### config.mk
export PLATFORM = sky130hd
export DESIGN_NAME = adc_conversion_control
export DESIGN_NICKNAME = d
export VERILOG_FILES = /design/src/verilog/adc_ctrl_pkg.sv /design/src/verilog/adc_conversion_control.sv
export SDC_FILE = /design/constraint.sdc
export NUM_CORES = 1
export LEC_CHECK = 0
export ABC_AREA = 1
export BUFFER_PORTS_ARGS = -buffer_cell sky130_fd_sc_hd__buf_2
export CORE_ASPECT_RATIO = 2
export CORE_UTILIZATION = 35
export CTS_CLUSTER_DIAMETER = 30
export DETAILED_ROUTE_END_ITERATION = 7
export SYNTH_ARGS = -nofsm -noshare
export SYNTH_HDL_FRONTEND = slang
export SYNTH_SLANG_ARGS = --single-unit
### constraint.sdc
create_clock -name CLK_I -period 2.6 [get_ports CLK_I]
set_clock_uncertainty 0.15 [all_clocks]
set_input_delay 0.13 -clock CLK_I [delete_from_list [all_inputs] [get_ports CLK_I]]
set_output_delay 0.13 -clock CLK_I [all_outputs]
set_load 0.03 [all_outputs]
### src/verilog/adc_ctrl_pkg.sv
package adc_ctrl_pkg;

  // ****************************************
  // Timing
  // ****************************************
  localparam int CLK_HZ = 20_000_000;
  localparam int CLK_MHZ = CLK_HZ / 1_000_000;
  localparam int CNT_W = 12;
  localparam int SETTLE_NS = 2000;
  localparam int REF_NS = 20000;
  localparam int ACQ_NS = 10000;
  localparam int CONV_MAX_NS = 20000;
  // Least times round up to whole cycles
  localparam logic [CNT_W-1:0] SETTLE_CYC = CNT_W'((SETTLE_NS * CLK_MHZ + 999) / 1000);
  localparam logic [CNT_W-1:0] REF_CYC = CNT_W'((REF_NS * CLK_MHZ + 999) / 1000);
  localparam logic [CNT_W-1:0] ACQ_CYC = CNT_W'((ACQ_NS * CLK_MHZ + 999) / 1000);
  // Longest time rounds down
  localparam logic [CNT_W-1:0] CONV_MAX_CYC = CNT_W'((CONV_MAX_NS * CLK_MHZ) / 1000);

  // ****************************************
  // Data and channels
  // ****************************************
  localparam int AUD_W = 12;
  localparam int DC_W = 10;
  localparam int CH_W = 5;
  localparam int NUM_CH = 32;
  localparam int GPIO_CH = 28;
  localparam logic [CH_W-1:0] CH_IO_SUPPLY = 5'h1c;
  localparam logic [CH_W-1:0] CH_CORE_SUPPLY = 5'h1d;
  localparam logic [CH_W-1:0] CH_BANDGAP = 5'h1e;
  localparam logic [CH_W-1:0] CH_REF_GROUND = 5'h1f;

  // ****************************************
  // Register map
  // ****************************************
  localparam int ADDR_W = 8;
  localparam logic [ADDR_W-1:0] OFF_CTRL = 8'h00;
  localparam logic [ADDR_W-1:0] OFF_CHAN = 8'h04;
  localparam logic [ADDR_W-1:0] OFF_GAIN = 8'h08;
  localparam logic [ADDR_W-1:0] OFF_STATUS = 8'h0c;
  localparam logic [ADDR_W-1:0] OFF_RAW = 8'h10;
  localparam logic [ADDR_W-1:0] OFF_VOLT = 8'h14;
  localparam logic [ADDR_W-1:0] OFF_AUDIO = 8'h18;
  localparam int CTRL_INIT_BIT = 0;
  localparam int CTRL_MODE_BIT = 1;
  localparam int CTRL_DMA_BIT = 2;
  localparam int CTRL_RANGE_BIT = 3;
  localparam int ST_INIT_BIT = 0;
  localparam int ST_READY_BIT = 1;
  localparam int ST_BUSY_BIT = 2;
  localparam int ST_TIMEOUT_BIT = 3;
  localparam int ST_FIFO_BIT = 4;
  localparam logic [CH_W-1:0] CHAN_RST = 5'h00;
  localparam logic [3:0] GAIN_RST = 4'h0;
  localparam logic [1:0] RESP_OKAY = 2'h0;
  localparam logic [1:0] RESP_SLVERR = 2'h2;

  // ****************************************
  // Types
  // ****************************************
  typedef enum logic {MODE_DC, MODE_AUDIO} mode_t;
  typedef struct packed {
    logic high_range;
    logic dma_en;
    mode_t mode;
    logic init;
  } ctrl_t;
  localparam ctrl_t CTRL_RST = '{high_range: 1'b0, dma_en: 1'b0, mode: MODE_DC, init: 1'b0};
  typedef enum logic [2:0] {ST_OFF, ST_REF, ST_IDLE, ST_SETTLE, ST_ACQ, ST_CONV} state_t;
  typedef enum logic [1:0] {RD_NONE, RD_DC, RD_AUDIO} rd_t;

endpackage : adc_ctrl_pkg

### src/verilog/adc_conversion_control.sv
// The implementer's own choices: the address map and the AXI4-Lite register port.
`timescale 1ns/1ns
module adc_conversion_control #(
  parameter int FIFO_DEPTH = 2,
  parameter int AVG_SAMPLES = 4,
  parameter int GAIN_W = 4
) (
  // Clock and reset
  input wire logic CLK_I,
  input wire logic RST_B_I,
  // AXI4-Lite slave
  input wire logic [adc_ctrl_pkg::ADDR_W-1:0] S_AXI_AWADDR_I,
  input wire logic S_AXI_AWVALID_I,
  output logic S_AXI_AWREADY_O,
  input wire logic [31:0] S_AXI_WDATA_I,
  input wire logic [3:0] S_AXI_WSTRB_I,
  input wire logic S_AXI_WVALID_I,
  output logic S_AXI_WREADY_O,
  output logic [1:0] S_AXI_BRESP_O,
  output logic S_AXI_BVALID_O,
  input wire logic S_AXI_BREADY_I,
  input wire logic [adc_ctrl_pkg::ADDR_W-1:0] S_AXI_ARADDR_I,
  input wire logic S_AXI_ARVALID_I,
  output logic S_AXI_ARREADY_O,
  output logic [31:0] S_AXI_RDATA_O,
  output logic [1:0] S_AXI_RRESP_O,
  output logic S_AXI_RVALID_O,
  input wire logic S_AXI_RREADY_I,
  // Analog front end
  output logic ADC_POWER_O,
  output logic MOD_CLK_O,
  output logic [adc_ctrl_pkg::CH_W-1:0] MUX_SEL_O,
  output logic DC_CHANNEL_SWITCH_CLOCK_O,
  output logic ACQUIRE_O,
  output logic CONV_START_O,
  output logic AUDIO_MODE_O,
  output logic [GAIN_W-1:0] PROGRAMMABLE_GAIN_STAGE_O,
  output logic HIGH_INPUT_RANGE_O,
  output logic RECAL_O,
  input wire logic CONV_DONE_I,
  input wire logic [adc_ctrl_pkg::AUD_W-1:0] CONV_DATA_I,
  // Audio DMA stream
  output logic [adc_ctrl_pkg::AUD_W-1:0] DMA_DATA_O,
  output logic DMA_VALID_O,
  input wire logic DMA_READY_I
);

  localparam int AVG_SH = $clog2(AVG_SAMPLES);
  localparam int ACC_W = adc_ctrl_pkg::DC_W + AVG_SH;
  localparam int PTR_W = (FIFO_DEPTH > 1) ? $clog2(FIFO_DEPTH) : 1;
  localparam int LVL_W = $clog2(FIFO_DEPTH + 1);
  localparam logic [AVG_SH:0] AVG_LAST = (AVG_SH + 1)'(AVG_SAMPLES - 1);

  // ****************************************
  // Pin synchronisers
  // ****************************************
  logic [2:0] done_sync_reg;
  logic [adc_ctrl_pkg::AUD_W-1:0] data_sync_reg [3];
  logic done_lvl_reg;
  logic done_rise;

  always_ff @(posedge CLK_I)
  begin
    if (!RST_B_I)
    begin
      done_sync_reg <= 3'h0;
      data_sync_reg[0] <= 12'h000;
      data_sync_reg[1] <= 12'h000;
      data_sync_reg[2] <= 12'h000;
      done_lvl_reg <= 1'b0;
    end
    else
    begin
      done_sync_reg <= {done_sync_reg[1:0], CONV_DONE_I};
      data_sync_reg[0] <= CONV_DATA_I;
      data_sync_reg[1] <= data_sync_reg[0];
      data_sync_reg[2] <= data_sync_reg[1];
      if (done_sync_reg[1] == done_sync_reg[2])
      begin
        done_lvl_reg <= done_sync_reg[2];
      end
    end
  end

  // A change counts only once stages two and three agree
  assign done_rise = done_sync_reg[1] & done_sync_reg[2] & ~done_lvl_reg;

  // ****************************************
  // Declarations shared by the groups
  // ****************************************
  adc_ctrl_pkg::ctrl_t ctrl_reg, ctrl_next;
  logic [adc_ctrl_pkg::CH_W-1:0] chan_reg, chan_next;
  logic [GAIN_W-1:0] gain_reg, gain_next;
  adc_ctrl_pkg::rd_t rpend_reg, rpend_next;
  logic avg_reg, avg_next;
  adc_ctrl_pkg::state_t state_reg, state_next;
  logic [adc_ctrl_pkg::CNT_W-1:0] cnt_reg, cnt_next;
  logic [AVG_SH:0] samp_reg, samp_next;
  logic [ACC_W-1:0] acc_reg, acc_next;
  logic [adc_ctrl_pkg::DC_W-1:0] res_reg, res_next;
  logic [adc_ctrl_pkg::CH_W-1:0] mux_reg, mux_next;
  logic muxv_reg, muxv_next, ready_reg, ready_next, tout_reg, tout_next;
  logic range_q_reg, recal_reg, recal_next, modclk_reg;
  logic sw_reg, acq_reg, conv_reg, pwr_reg;
  logic dc_done, push, pop, flush, fifo_in_ready, fifo_out_valid, dma_sel;
  logic [adc_ctrl_pkg::DC_W-1:0] sample10;
  logic [adc_ctrl_pkg::AUD_W-1:0] fifo_mem [FIFO_DEPTH];
  logic [PTR_W-1:0] wptr_reg, wptr_next, rptr_reg, rptr_next;
  logic [LVL_W-1:0] lvl_reg, lvl_next;

  // ****************************************
  // Conversion sequencer
  // ****************************************
  // DC results keep the upper 10 of the 12 modulator bits
  assign sample10 = data_sync_reg[2][adc_ctrl_pkg::AUD_W-1 -: adc_ctrl_pkg::DC_W];

  always_comb
  begin
    state_next = state_reg;
    cnt_next = cnt_reg;
    samp_next = samp_reg;
    acc_next = acc_reg;
    res_next = res_reg;
    mux_next = mux_reg;
    muxv_next = muxv_reg;
    ready_next = ready_reg;
    tout_next = tout_reg;
    recal_next = 1'b0;
    dc_done = 1'b0;
    push = 1'b0;
    if (ctrl_reg.high_range != range_q_reg && state_reg != adc_ctrl_pkg::ST_OFF)
    begin
      // Recalibration restarts the reference wait
      recal_next = 1'b1;
      ready_next = 1'b0;
      state_next = adc_ctrl_pkg::ST_REF;
      cnt_next = adc_ctrl_pkg::REF_CYC;
    end
    else
    begin
      case (state_reg)
        adc_ctrl_pkg::ST_OFF:
        begin
          if (ctrl_reg.init)
          begin
            state_next = adc_ctrl_pkg::ST_REF;
            cnt_next = adc_ctrl_pkg::REF_CYC;
          end
        end
        adc_ctrl_pkg::ST_REF:
        begin
          if (cnt_reg == 12'h001)
          begin
            state_next = adc_ctrl_pkg::ST_IDLE;
            ready_next = 1'b1;
          end
          else
          begin
            cnt_next = cnt_reg - 12'h001;
          end
        end
        adc_ctrl_pkg::ST_IDLE:
        begin
          if (ctrl_reg.mode == adc_ctrl_pkg::MODE_AUDIO)
          begin
            // No conversion starts without room for its result
            if (fifo_in_ready)
            begin
              state_next = adc_ctrl_pkg::ST_CONV;
              cnt_next = adc_ctrl_pkg::CONV_MAX_CYC;
            end
          end
          else if (rpend_reg == adc_ctrl_pkg::RD_DC)
          begin
            samp_next = avg_reg ? AVG_LAST : '0;
            acc_next = '0;
            if (!muxv_reg || mux_reg != chan_reg)
            begin
              mux_next = chan_reg;
              muxv_next = 1'b1;
              state_next = adc_ctrl_pkg::ST_SETTLE;
              cnt_next = adc_ctrl_pkg::SETTLE_CYC;
            end
            else
            begin
              state_next = adc_ctrl_pkg::ST_ACQ;
              cnt_next = adc_ctrl_pkg::ACQ_CYC;
            end
          end
        end
        adc_ctrl_pkg::ST_SETTLE:
        begin
          if (cnt_reg == 12'h001)
          begin
            state_next = adc_ctrl_pkg::ST_ACQ;
            cnt_next = adc_ctrl_pkg::ACQ_CYC;
          end
          else
          begin
            cnt_next = cnt_reg - 12'h001;
          end
        end
        adc_ctrl_pkg::ST_ACQ:
        begin
          if (cnt_reg == 12'h001)
          begin
            state_next = adc_ctrl_pkg::ST_CONV;
            cnt_next = adc_ctrl_pkg::CONV_MAX_CYC;
          end
          else
          begin
            cnt_next = cnt_reg - 12'h001;
          end
        end
        adc_ctrl_pkg::ST_CONV:
        begin
          // A late modulator is cut off so no conversion lasts longer than 20 us
          if (done_rise || cnt_reg == 12'h001)
          begin
            tout_next = !done_rise;
            if (ctrl_reg.mode == adc_ctrl_pkg::MODE_AUDIO)
            begin
              push = done_rise;
              state_next = adc_ctrl_pkg::ST_IDLE;
            end
            else
            begin
              acc_next = acc_reg + ACC_W'(done_rise ? sample10 : 10'h000);
              if (samp_reg == '0)
              begin
                dc_done = 1'b1;
                res_next = avg_reg ? adc_ctrl_pkg::DC_W'(acc_next >> AVG_SH) :
                  (done_rise ? sample10 : 10'h000);
                state_next = adc_ctrl_pkg::ST_IDLE;
              end
              else
              begin
                samp_next = samp_reg - 1'b1;
                state_next = adc_ctrl_pkg::ST_ACQ;
                cnt_next = adc_ctrl_pkg::ACQ_CYC;
              end
            end
          end
          else
          begin
            cnt_next = cnt_reg - 12'h001;
          end
        end
        default:
        begin
          state_next = adc_ctrl_pkg::ST_OFF;
        end
      endcase
    end
    if (!ctrl_reg.init)
    begin
      // Power-down drops to ST_OFF and clears ready and the mux-valid flag; firmware must initialise again
      state_next = adc_ctrl_pkg::ST_OFF;
      ready_next = 1'b0;
      muxv_next = 1'b0;
    end
  end

  always_ff @(posedge CLK_I)
  begin
    if (!RST_B_I)
    begin
      state_reg <= adc_ctrl_pkg::ST_OFF;
      cnt_reg <= '0;
      samp_reg <= '0;
      acc_reg <= '0;
      res_reg <= '0;
      mux_reg <= adc_ctrl_pkg::CHAN_RST;
      muxv_reg <= 1'b0;
      ready_reg <= 1'b0;
      tout_reg <= 1'b0;
      range_q_reg <= 1'b0;
      recal_reg <= 1'b0;
      modclk_reg <= 1'b0;
      sw_reg <= 1'b0;
      acq_reg <= 1'b0;
      conv_reg <= 1'b0;
      pwr_reg <= 1'b0;
    end
    else
    begin
      state_reg <= state_next;
      cnt_reg <= cnt_next;
      samp_reg <= samp_next;
      acc_reg <= acc_next;
      res_reg <= res_next;
      mux_reg <= mux_next;
      muxv_reg <= muxv_next;
      ready_reg <= ready_next;
      tout_reg <= tout_next;
      range_q_reg <= ctrl_reg.high_range;
      recal_reg <= recal_next;
      modclk_reg <= !modclk_reg;
      sw_reg <= (state_next == adc_ctrl_pkg::ST_SETTLE);
      acq_reg <= (state_next == adc_ctrl_pkg::ST_ACQ);
      conv_reg <= (state_next == adc_ctrl_pkg::ST_CONV);
      pwr_reg <= (state_next != adc_ctrl_pkg::ST_OFF);
    end
  end

  // ****************************************
  // Audio result buffer
  // ****************************************
  assign dma_sel = (ctrl_reg.mode == adc_ctrl_pkg::MODE_AUDIO) && ctrl_reg.dma_en;
  assign flush = (ctrl_reg.mode != adc_ctrl_pkg::MODE_AUDIO);
  assign fifo_in_ready = (lvl_reg < LVL_W'(FIFO_DEPTH));
  assign fifo_out_valid = (lvl_reg != '0);
  assign pop = fifo_out_valid &&
    (dma_sel ? DMA_READY_I : (rpend_reg == adc_ctrl_pkg::RD_AUDIO));

  always_comb
  begin
    wptr_next = wptr_reg;
    rptr_next = rptr_reg;
    lvl_next = lvl_reg;
    if (flush)
    begin
      wptr_next = '0;
      rptr_next = '0;
      lvl_next = '0;
    end
    else
    begin
      if (push)
      begin
        wptr_next = (wptr_reg == PTR_W'(FIFO_DEPTH - 1)) ? '0 : wptr_reg + 1'b1;
      end
      if (pop)
      begin
        rptr_next = (rptr_reg == PTR_W'(FIFO_DEPTH - 1)) ? '0 : rptr_reg + 1'b1;
      end
      lvl_next = lvl_reg + LVL_W'(push) - LVL_W'(pop);
    end
  end

  always_ff @(posedge CLK_I)
  begin
    if (!RST_B_I)
    begin
      wptr_reg <= '0;
      rptr_reg <= '0;
      lvl_reg <= '0;
    end
    else
    begin
      wptr_reg <= wptr_next;
      rptr_reg <= rptr_next;
      lvl_reg <= lvl_next;
    end
    if (push)
    begin
      fifo_mem[wptr_reg] <= data_sync_reg[2];
    end
  end

  // ****************************************
  // AXI4-Lite register slave
  // ****************************************
  logic awv_reg, awv_next, wv_reg, wv_next, bv_reg, bv_next, rv_reg, rv_next;
  logic [adc_ctrl_pkg::ADDR_W-1:0] awa_reg, awa_next;
  logic [31:0] wd_reg, wd_next, rd_reg, rd_next;
  logic ws_reg, ws_next;
  logic [1:0] br_reg, br_next, rr_reg, rr_next;
  logic [31:0] status;

  assign S_AXI_AWREADY_O = !awv_reg && !bv_reg;
  assign S_AXI_WREADY_O = !wv_reg && !bv_reg;
  assign S_AXI_ARREADY_O = !rv_reg && (rpend_reg == adc_ctrl_pkg::RD_NONE);

  always_comb
  begin
    status = 32'h0000_0000;
    status[adc_ctrl_pkg::ST_INIT_BIT] = ctrl_reg.init;
    status[adc_ctrl_pkg::ST_READY_BIT] = ready_reg;
    status[adc_ctrl_pkg::ST_BUSY_BIT] = (state_reg != adc_ctrl_pkg::ST_IDLE) &&
      (state_reg != adc_ctrl_pkg::ST_OFF);
    status[adc_ctrl_pkg::ST_TIMEOUT_BIT] = tout_reg;
    status[adc_ctrl_pkg::ST_FIFO_BIT +: LVL_W] = lvl_reg;
  end

  always_comb
  begin
    ctrl_next = ctrl_reg;
    chan_next = chan_reg;
    gain_next = gain_reg;
    awv_next = awv_reg | (S_AXI_AWVALID_I & S_AXI_AWREADY_O);
    awa_next = (S_AXI_AWVALID_I & S_AXI_AWREADY_O) ? S_AXI_AWADDR_I : awa_reg;
    wv_next = wv_reg | (S_AXI_WVALID_I & S_AXI_WREADY_O);
    wd_next = (S_AXI_WVALID_I & S_AXI_WREADY_O) ? S_AXI_WDATA_I : wd_reg;
    ws_next = (S_AXI_WVALID_I & S_AXI_WREADY_O) ? S_AXI_WSTRB_I[0] : ws_reg;
    bv_next = bv_reg & !S_AXI_BREADY_I;
    br_next = br_reg;
    rv_next = rv_reg & !S_AXI_RREADY_I;
    rd_next = rd_reg;
    rr_next = rr_reg;
    rpend_next = rpend_reg;
    avg_next = avg_reg;
    if (awv_reg && wv_reg)
    begin
      awv_next = 1'b0;
      wv_next = 1'b0;
      bv_next = 1'b1;
      br_next = adc_ctrl_pkg::RESP_OKAY;
      case (awa_reg[adc_ctrl_pkg::ADDR_W-1:2])
        adc_ctrl_pkg::OFF_CTRL[adc_ctrl_pkg::ADDR_W-1:2]:
        begin
          if (ws_reg)
          begin
            ctrl_next.init = wd_reg[adc_ctrl_pkg::CTRL_INIT_BIT];
            ctrl_next.mode = adc_ctrl_pkg::mode_t'(wd_reg[adc_ctrl_pkg::CTRL_MODE_BIT]);
            ctrl_next.dma_en = wd_reg[adc_ctrl_pkg::CTRL_DMA_BIT];
            ctrl_next.high_range = wd_reg[adc_ctrl_pkg::CTRL_RANGE_BIT];
          end
        end
        adc_ctrl_pkg::OFF_CHAN[adc_ctrl_pkg::ADDR_W-1:2]:
        begin
          if (ws_reg)
          begin
            chan_next = wd_reg[adc_ctrl_pkg::CH_W-1:0];
          end
        end
        adc_ctrl_pkg::OFF_GAIN[adc_ctrl_pkg::ADDR_W-1:2]:
        begin
          if (ws_reg)
          begin
            gain_next = wd_reg[GAIN_W-1:0];
          end
        end
        default:
        begin
          br_next = adc_ctrl_pkg::RESP_SLVERR;
        end
      endcase
    end
    if (S_AXI_ARVALID_I && S_AXI_ARREADY_O)
    begin
      rv_next = 1'b1;
      rd_next = 32'h0000_0000;
      rr_next = adc_ctrl_pkg::RESP_OKAY;
      case (S_AXI_ARADDR_I[adc_ctrl_pkg::ADDR_W-1:2])
        adc_ctrl_pkg::OFF_CTRL[adc_ctrl_pkg::ADDR_W-1:2]:
        begin
          rd_next[3:0] = ctrl_reg;
        end
        adc_ctrl_pkg::OFF_CHAN[adc_ctrl_pkg::ADDR_W-1:2]:
        begin
          rd_next[adc_ctrl_pkg::CH_W-1:0] = chan_reg;
        end
        adc_ctrl_pkg::OFF_GAIN[adc_ctrl_pkg::ADDR_W-1:2]:
        begin
          rd_next[GAIN_W-1:0] = gain_reg;
        end
        adc_ctrl_pkg::OFF_STATUS[adc_ctrl_pkg::ADDR_W-1:2]:
        begin
          rd_next = status;
        end
        adc_ctrl_pkg::OFF_RAW[adc_ctrl_pkg::ADDR_W-1:2],
        adc_ctrl_pkg::OFF_VOLT[adc_ctrl_pkg::ADDR_W-1:2]:
        begin
          // Uninitialised or audio mode answers zero at once
          if (ctrl_reg.init && ctrl_reg.mode == adc_ctrl_pkg::MODE_DC)
          begin
            rv_next = 1'b0;
            rpend_next = adc_ctrl_pkg::RD_DC;
            avg_next = (S_AXI_ARADDR_I[adc_ctrl_pkg::ADDR_W-1:2] ==
              adc_ctrl_pkg::OFF_VOLT[adc_ctrl_pkg::ADDR_W-1:2]);
          end
        end
        adc_ctrl_pkg::OFF_AUDIO[adc_ctrl_pkg::ADDR_W-1:2]:
        begin
          if (ctrl_reg.mode == adc_ctrl_pkg::MODE_AUDIO && !ctrl_reg.dma_en)
          begin
            rv_next = 1'b0;
            rpend_next = adc_ctrl_pkg::RD_AUDIO;
          end
        end
        default:
        begin
          rr_next = adc_ctrl_pkg::RESP_SLVERR;
        end
      endcase
    end
    if (rpend_reg == adc_ctrl_pkg::RD_DC)
    begin
      if (dc_done || !ctrl_reg.init || ctrl_reg.mode != adc_ctrl_pkg::MODE_DC)
      begin
        rv_next = 1'b1;
        rd_next = {22'h000000, dc_done ? res_next : 10'h000};
        rpend_next = adc_ctrl_pkg::RD_NONE;
      end
    end
    else if (rpend_reg == adc_ctrl_pkg::RD_AUDIO)
    begin
      if (pop || !(ctrl_reg.mode == adc_ctrl_pkg::MODE_AUDIO && !ctrl_reg.dma_en))
      begin
        rv_next = 1'b1;
        rd_next = {20'h00000, pop ? fifo_mem[rptr_reg] : 12'h000};
        rpend_next = adc_ctrl_pkg::RD_NONE;
      end
    end
  end

  always_ff @(posedge CLK_I)
  begin
    if (!RST_B_I)
    begin
      ctrl_reg <= adc_ctrl_pkg::CTRL_RST;
      chan_reg <= adc_ctrl_pkg::CHAN_RST;
      gain_reg <= adc_ctrl_pkg::GAIN_RST;
      awv_reg <= 1'b0;
      awa_reg <= '0;
      wv_reg <= 1'b0;
      wd_reg <= 32'h0000_0000;
      ws_reg <= 1'b0;
      bv_reg <= 1'b0;
      br_reg <= adc_ctrl_pkg::RESP_OKAY;
      rv_reg <= 1'b0;
      rd_reg <= 32'h0000_0000;
      rr_reg <= adc_ctrl_pkg::RESP_OKAY;
      rpend_reg <= adc_ctrl_pkg::RD_NONE;
      avg_reg <= 1'b0;
    end
    else
    begin
      ctrl_reg <= ctrl_next;
      chan_reg <= chan_next;
      gain_reg <= gain_next;
      awv_reg <= awv_next;
      awa_reg <= awa_next;
      wv_reg <= wv_next;
      wd_reg <= wd_next;
      ws_reg <= ws_next;
      bv_reg <= bv_next;
      br_reg <= br_next;
      rv_reg <= rv_next;
      rd_reg <= rd_next;
      rr_reg <= rr_next;
      rpend_reg <= rpend_next;
      avg_reg <= avg_next;
    end
  end

  // ****************************************
  // Outputs
  // ****************************************
  assign S_AXI_BVALID_O = bv_reg;
  assign S_AXI_BRESP_O = br_reg;
  assign S_AXI_RVALID_O = rv_reg;
  assign S_AXI_RDATA_O = rd_reg;
  assign S_AXI_RRESP_O = rr_reg;
  assign ADC_POWER_O = pwr_reg;
  assign MOD_CLK_O = modclk_reg;
  assign MUX_SEL_O = mux_reg;
  assign DC_CHANNEL_SWITCH_CLOCK_O = sw_reg;
  assign ACQUIRE_O = acq_reg;
  assign CONV_START_O = conv_reg;
  assign AUDIO_MODE_O = (ctrl_reg.mode == adc_ctrl_pkg::MODE_AUDIO);
  assign PROGRAMMABLE_GAIN_STAGE_O = gain_reg;
  assign HIGH_INPUT_RANGE_O = ctrl_reg.high_range;
  assign RECAL_O = recal_reg;
  assign DMA_VALID_O = dma_sel && fifo_out_valid;
  assign DMA_DATA_O = fifo_mem[rptr_reg];

endmodule : adc_conversion_control

# [After elaboration in Yosys (flattened, before gate mapping)]
# Memories as Yosys holds them, arrays and structs flattened. A register that Yosys moved wholly into a read port is not among the register bits.
# Index checks and enable logic that the tools add are counted.
[op_classes] n_mux=97 n_addsub=7 order_cmp=1 reduce_logical=59 eq_ne=40 n_bitwise=16
[op_table] op="$mux 12" count=18
[op_table] op="$mux 32" count=5
[op_table] op="$mux 10" count=9
[op_table] op="$pmux 12 s6" count=1
[op_table] op="$mux 3" count=17
[op_table] op="$mux 1" count=28
[op_table] op="$pmux 12 s2" count=1
[op_table] op="$reduce_and 7->1" count=3
[op_table] op="$mux 2" count=10
[op_table] op="$eq 6x2->1 const B" count=3
[op_table] op="$eq 6x3->1 const B" count=3
[op_table] op="$ne 3x3->1 const B" count=6
[op_table] op="$pmux 3 s6" count=1
[op_table] op="$ne 4x4->1 const B" count=4
[op_table] op="$pmux 4 s4" count=1
[op_table] op="$reduce_and 3->1" count=5
[op_table] op="$ne 2x2->1 const B" count=7
[op_table] op="$add 12x10->12" count=1
[op_table] op="$eq 12x1->1 const B" count=1
[op_table] op="$eq 3x3->1 const B" count=4
[op_table] op="$eq 6x1->1 const B" count=2
[op_table] op="$logic_and 1x1->1" count=12
[op_table] op="$logic_not 1->1" count=12
[op_table] op="$logic_not 6->1" count=2
[op_table] op="other kinds (35)" count=64
[word_totals] ramBits=60 register_bits=133 input_bits=73 mem_count=2 word_cells=262
[mem_list] name="data_sync_reg" depth=3 width=12 rd=3 rd_ports_with_merged_regs=0 write_ports=3 line="adc_conversion_control.sv:58" rtl="logic [adc_ctrl_pkg::AUD_W-1:0] data_sync_reg [3];"
[mem_list] name="fifo_mem" depth=2 width=12 rd=1 rd_ports_with_merged_regs=1 write_ports=1 line="adc_conversion_control.sv:107" rtl="logic [adc_ctrl_pkg::AUD_W-1:0] fifo_mem [FIFO_DEPTH];"

# [Longest topological paths before layout]
[logic_depth] depth_word=13 mapped_depth=21 mapped_depth_nobuf=20

# [Least setup slack after synthesis]
# Ideal clock, no wire load.
[synth_timing] path_type="register -> register" start="register done_sync_reg[1]" end="register rd_reg[6] (netlist: S_AXI_RDATA_O[6])" n_path_buf=1 t_arrival_ns=2.502 setup_ns=0.095 path_slack_ns=-0.147 period_less_slack_ns=2.747 path_stages_with_launch=20 cell_sequence="dfxtp_1 -> ha_1 -> buf_4 -> inv_2 -> nor2_8 -> inv_2 -> nor2_1 -> ha_1 -> inv_1 -> fa_1 -> inv_1 -> nand3_1 -> nand2_1 -> nand3_2 -> nand2_2 -> nand3_1 -> nand2_1 -> xor2_1 -> o21ai_0 -> o311ai_1"
[synth_via] elab_chain_cells=13 elab_cells_between_ends=20
[synth_rtl] element="start: declaration" line="adc_conversion_control.sv:57" rtl="logic [2:0] done_sync_reg;"
[synth_rtl] element="start signal: assignment" line="adc_conversion_control.sv:74" rtl="done_sync_reg <= {done_sync_reg[1:0], CONV_DONE_I};"
[synth_rtl] element="$and 1x1->1 * (2 in a row)" line="adc_conversion_control.sv:86" rtl="assign done_rise = done_sync_reg[1] & done_sync_reg[2] & ~done_lvl_reg;"
[synth_rtl] element="$mux 10" line="adc_conversion_control.sv:228, adc_conversion_control.sv:233"
[synth_rtl] element="$add 12x10->12" line="adc_conversion_control.sv:228" rtl="acc_next = acc_reg + ACC_W'(done_rise ? sample10 : 10'h000);"
[synth_rtl] element="$mux 10" line="adc_conversion_control.sv:232" rtl="res_next = avg_reg ? adc_ctrl_pkg::DC_W'(acc_next >> AVG_SH) :"
[synth_rtl] element="$mux 10" line="adc_conversion_control.sv:229" rtl="if (samp_reg == '0)"
[synth_rtl] element="$mux 10" line="adc_conversion_control.sv:221" rtl="if (ctrl_reg.mode == adc_ctrl_pkg::MODE_AUDIO)"
[synth_rtl] element="$mux 10" line="adc_conversion_control.sv:218" rtl="if (done_rise || cnt_reg == 12'h001)"
[synth_rtl] element="$mux 10" line="adc_conversion_control.sv:141" rtl="case (state_reg)"
[synth_rtl] element="$mux 10" line="adc_conversion_control.sv:131" rtl="if (ctrl_reg.high_range != range_q_reg && state_reg != adc_ctrl_pkg::ST_OFF)"
[synth_rtl] element="$mux 10" line="adc_conversion_control.sv:493" rtl="rd_next = {22'h000000, dc_done ? res_next : 10'h000};"
[synth_rtl] element="$mux 32 *" line="adc_conversion_control.sv:490" rtl="if (dc_done || !ctrl_reg.init || ctrl_reg.mode != adc_ctrl_pkg::MODE_DC)"
[synth_rtl] element="$mux 32 *" line="adc_conversion_control.sv:488" rtl="if (rpend_reg == adc_ctrl_pkg::RD_DC)"
[synth_rtl] element="end signal: assignment" line="adc_conversion_control.sv:541" rtl="rd_reg <= rd_next;"
[synth_rtl] element="end: declaration" line="adc_conversion_control.sv:366" rtl="logic [31:0] wd_reg, wd_next, rd_reg, rd_next;"
# Every way passes the cells marked *; elsewhere a longest branch is shown, timed or not.
# A chain may end at the register's enable or synchronous reset.

# [Final worst setup path]
[layout_timing] start="register done_sync_reg[1]" end="register rd_reg[7] (netlist: S_AXI_RDATA_O[7])"
# Same word-level chain as after synthesis.

==> flow_summary.yaml <==
floorplan:
  die_h_um: 215.1
  pin_count: 144
  core_um2: 22160
  floorplan.initialDensity: 0.3586
  fp-row-count: 77
  dieWidth_um: 108.5
  die_area_um2: 23340
synth:
  ys_seq_elements: 180
  synth_top_area_frac: 0.3931
  ys_async_sr_fraction: 0
  synth-edff-count: 24
  seq_area_frac_synth: 0.4838
  synth_commonest_cells: "205 x nand2_1, 156 x dfxtp_1, 154 x inv_1"
  synthCells: 1046
  syn_area_um2: 7945
  synth_most_common_cell: "nand2_1"
  yosys_warnings: 0
  avgSynthCellArea_um2: 7.596
  synthFlopType: "dfxtp_1"
  synth.distinct_cells: 56
  synth_top_area_cell: "dfxtp_1"
  yosys-top-cells-area: "dfxtp_1 39%, nand2_1 9.7%, edfxtp_1 9.1%, inv_1 7.3%, nor2_1 6.9%"
pwr:
  powerDensity_nw_per_um2: 569.1
  total_power_uw: 5789
  power_leakage_uw: 0.004786
  peakVddDrop_uv: 473.4
timing:
  worst_slack_ns: -0.01288
  finalSetupViolCount: 1
  rsz0062_at_grt: "yes"
  max_freq_mhz: 382.7
  tightest_slew_ns: 0.6024
  final_hold_viol_count: 0
  max-slew-margin-rel: 0.5947
  setup_tns_ns: -0.01288
  finalCritPeriodShare: 1.005
  min_period_ns: 2.613
  drv_slew: 0
global_routing:
  grt_pass1_vias: 7082
  grt_max_degree: 91
  grt_pass1_wl_um: 35690
  grt_antenna_before_repair: 0
  grt_overflow_total: 0
  track_usage: 0.2045
routing:
  routed_wl_um: 22940
  drc_errors: 0
  vias: 7323
  wire_per_inst_um: 15.19
  viasPerCell: 4.850
  drtIter0Drc: 303
  dr.pass1.iters: 4
  ant_nets: 0
outcome:
  status: "finished with violations"
  violations: "negative setup slack"
critical_path:
  path_class: "flop to flop"
  crit_fanout: 3
  regToRegSetupSlack_ns: -0.01
  cp.required_ns: 2.83
  crit_arrival_ns: 2.84
  cp-end-kind: "flop"
  critPathLaunchType: "flop"
final_layout:
  area_growth_pct: 28.03
  diodes: 0
  stdcell_count: 1510
  drive_above_1_share: 0.2123
  largest_reg_flops: 36
  fin_nets: 1306
clock_tree:
  ctsHtreeMaxLevel: 4
  cts_tree: "done"
  cts.clk_slew.worst_paths_ns: 0.07
  clock_latency_ns: 0.44
  root_buffer: "clkbuf_16"
  cts_inserted_buffers: 17
  clock-sinks: 180
  ctsLongestPathBuffers: 2
placed_design:
  gp_congestion: 0.9286
  io_buffers: 107
  dp_cells: 1428
  post-place-ws_ns: -0.1183
  hpwl_um: 17320
run:
  drv_cap: 0
min_path:
  worstHoldPathType: "primary input to flop"
==> routing by layer <==
| layer | track usage | up-vias | wire length [um] |
|---|---|---|---|
| met4 | 0.1212 | 0 | 1220 |
| met5 | 0 | - | 0 |
| met1 | 0.1923 | 3398 | 8032 |
| li1 | - | 3698 | - |
| met2 | 0.3920 | 163 | 12940 |
| met3 | 0.03822 | 64 | 742 |
==> cells in the final DEF, fill, tap and decap left out, types with 4 or more instances in the layout <==
master,instances
a211oi_1,4
buf_2,107
inv_8,7
nand3_1,29
dfxtp_2,4
nand2_1,199
a21oi_1,69
dlygate4sd3_1,40
dfxtp_1,152
a22oi_1,8
nand2_2,17
o21ai_1,7
nand3_2,9
edfxtp_1,24
xor2_1,5
nand4_1,16
o21ai_0,57
nor2_1,142
o22ai_1,5
nor4_1,6
inv_1,150
nor3_1,15
a31oi_1,7
nor2_2,6
buf_4,38
ha_1,7
clkbuf_16,18
inv_2,13
==> final timing paths <==
kind | start | endpoint | cells past startpoint
setup / recovery | done_sync_reg[1] | S_AXI_RDATA_O[7] | 20
hold / removal | S_AXI_WVALID_I | ws_reg | 4
setup reg to reg | done_sync_reg[1] | S_AXI_RDATA_O[7] | 20
hold reg to reg | data_sync_reg[0][10] | data_sync_reg[0][22] | 2
==> cells by family after synthesis <==
logic type                 after synthesis  share of synthesized area
adders and majority gates               12                    0.01984
muxes                                    2                   0.002520
DFF                                    180                     0.4838
other                                    1                  0.0004720
xor gates and xnor gates                10                    0.01102
and+or+nand+nor                        461                     0.2564
buffers and inverters                  198                    0.09654
AOI/OAI and AO/OA                      182                     0.1295
==> power by group <==
part | internal, uW | switching [uW]
registers | 2860 | 35.0
clock network | 1350 | 1240
logic | 125 | 182
total | 4330 | 1460
==> what timing repair did <==
item	CTS	global route
pin swaps	10	18
endpoints found under the hold margin	33	0
gates resized for setup	10	24
buffers inserted	5	5
endpoints found under the setup margin	10	40
hold buffers	40	0
==> layout make-up <==
| type | count | area [um^2] |
|---|---|---|
| Clock buffer | 18 | 450.4 |
| Clock inverter | 14 | 147.6 |
| Fill cell | 2239 | 11990 |
| Inverter | 166 | 628.1 |
| Multi-Input combinational cell | 669 | 3491 |
| Sequential cell | 180 | 3849 |
| Tap cell | 276 | 345.3 |
| Timing Repair Buffer | 187 | 1261 |
==> worst max-delay path, stage by stage, from the launching register on <==
cell and delay [ns]:
dfxtp_2 0.36, ha_4 0.15, inv_4 0.04, nor2_8 0.09
inv_4 0.05, nor2_4 0.12, ha_4 0.22, nand2_2 0.06
inv_2 0.03, o21ai_2 0.12, nand2_1 0.08, nand2_2 0.07
nand3_2 0.06, nand4_1 0.12, nand3_2 0.13, nand2_2 0.11
o21ai_2 0.06, or2_1 0.24, nand3_1 0.07, nand4_1 0.08
a21oi_1 0.14
==> stage by stage <==
| step | utilization | instance area [um^2] | hold WS [ns] |
|---|---|---|---|
| after floorplan | - | 7978 | 0.07763 |
| after global placement | 0.4044 | 8961 | 0.1601 |
| after detailed placement | 0.4044 | 8961 | 0.1633 |
| after CTS | 0.4529 | 10040 | 0.008160 |
| after global routing | 0.4591 | 10170 | 0.04434 |
| final | 0.4591 | 10170 | 0.01692 |
Power figures use the tool's default switching activity.
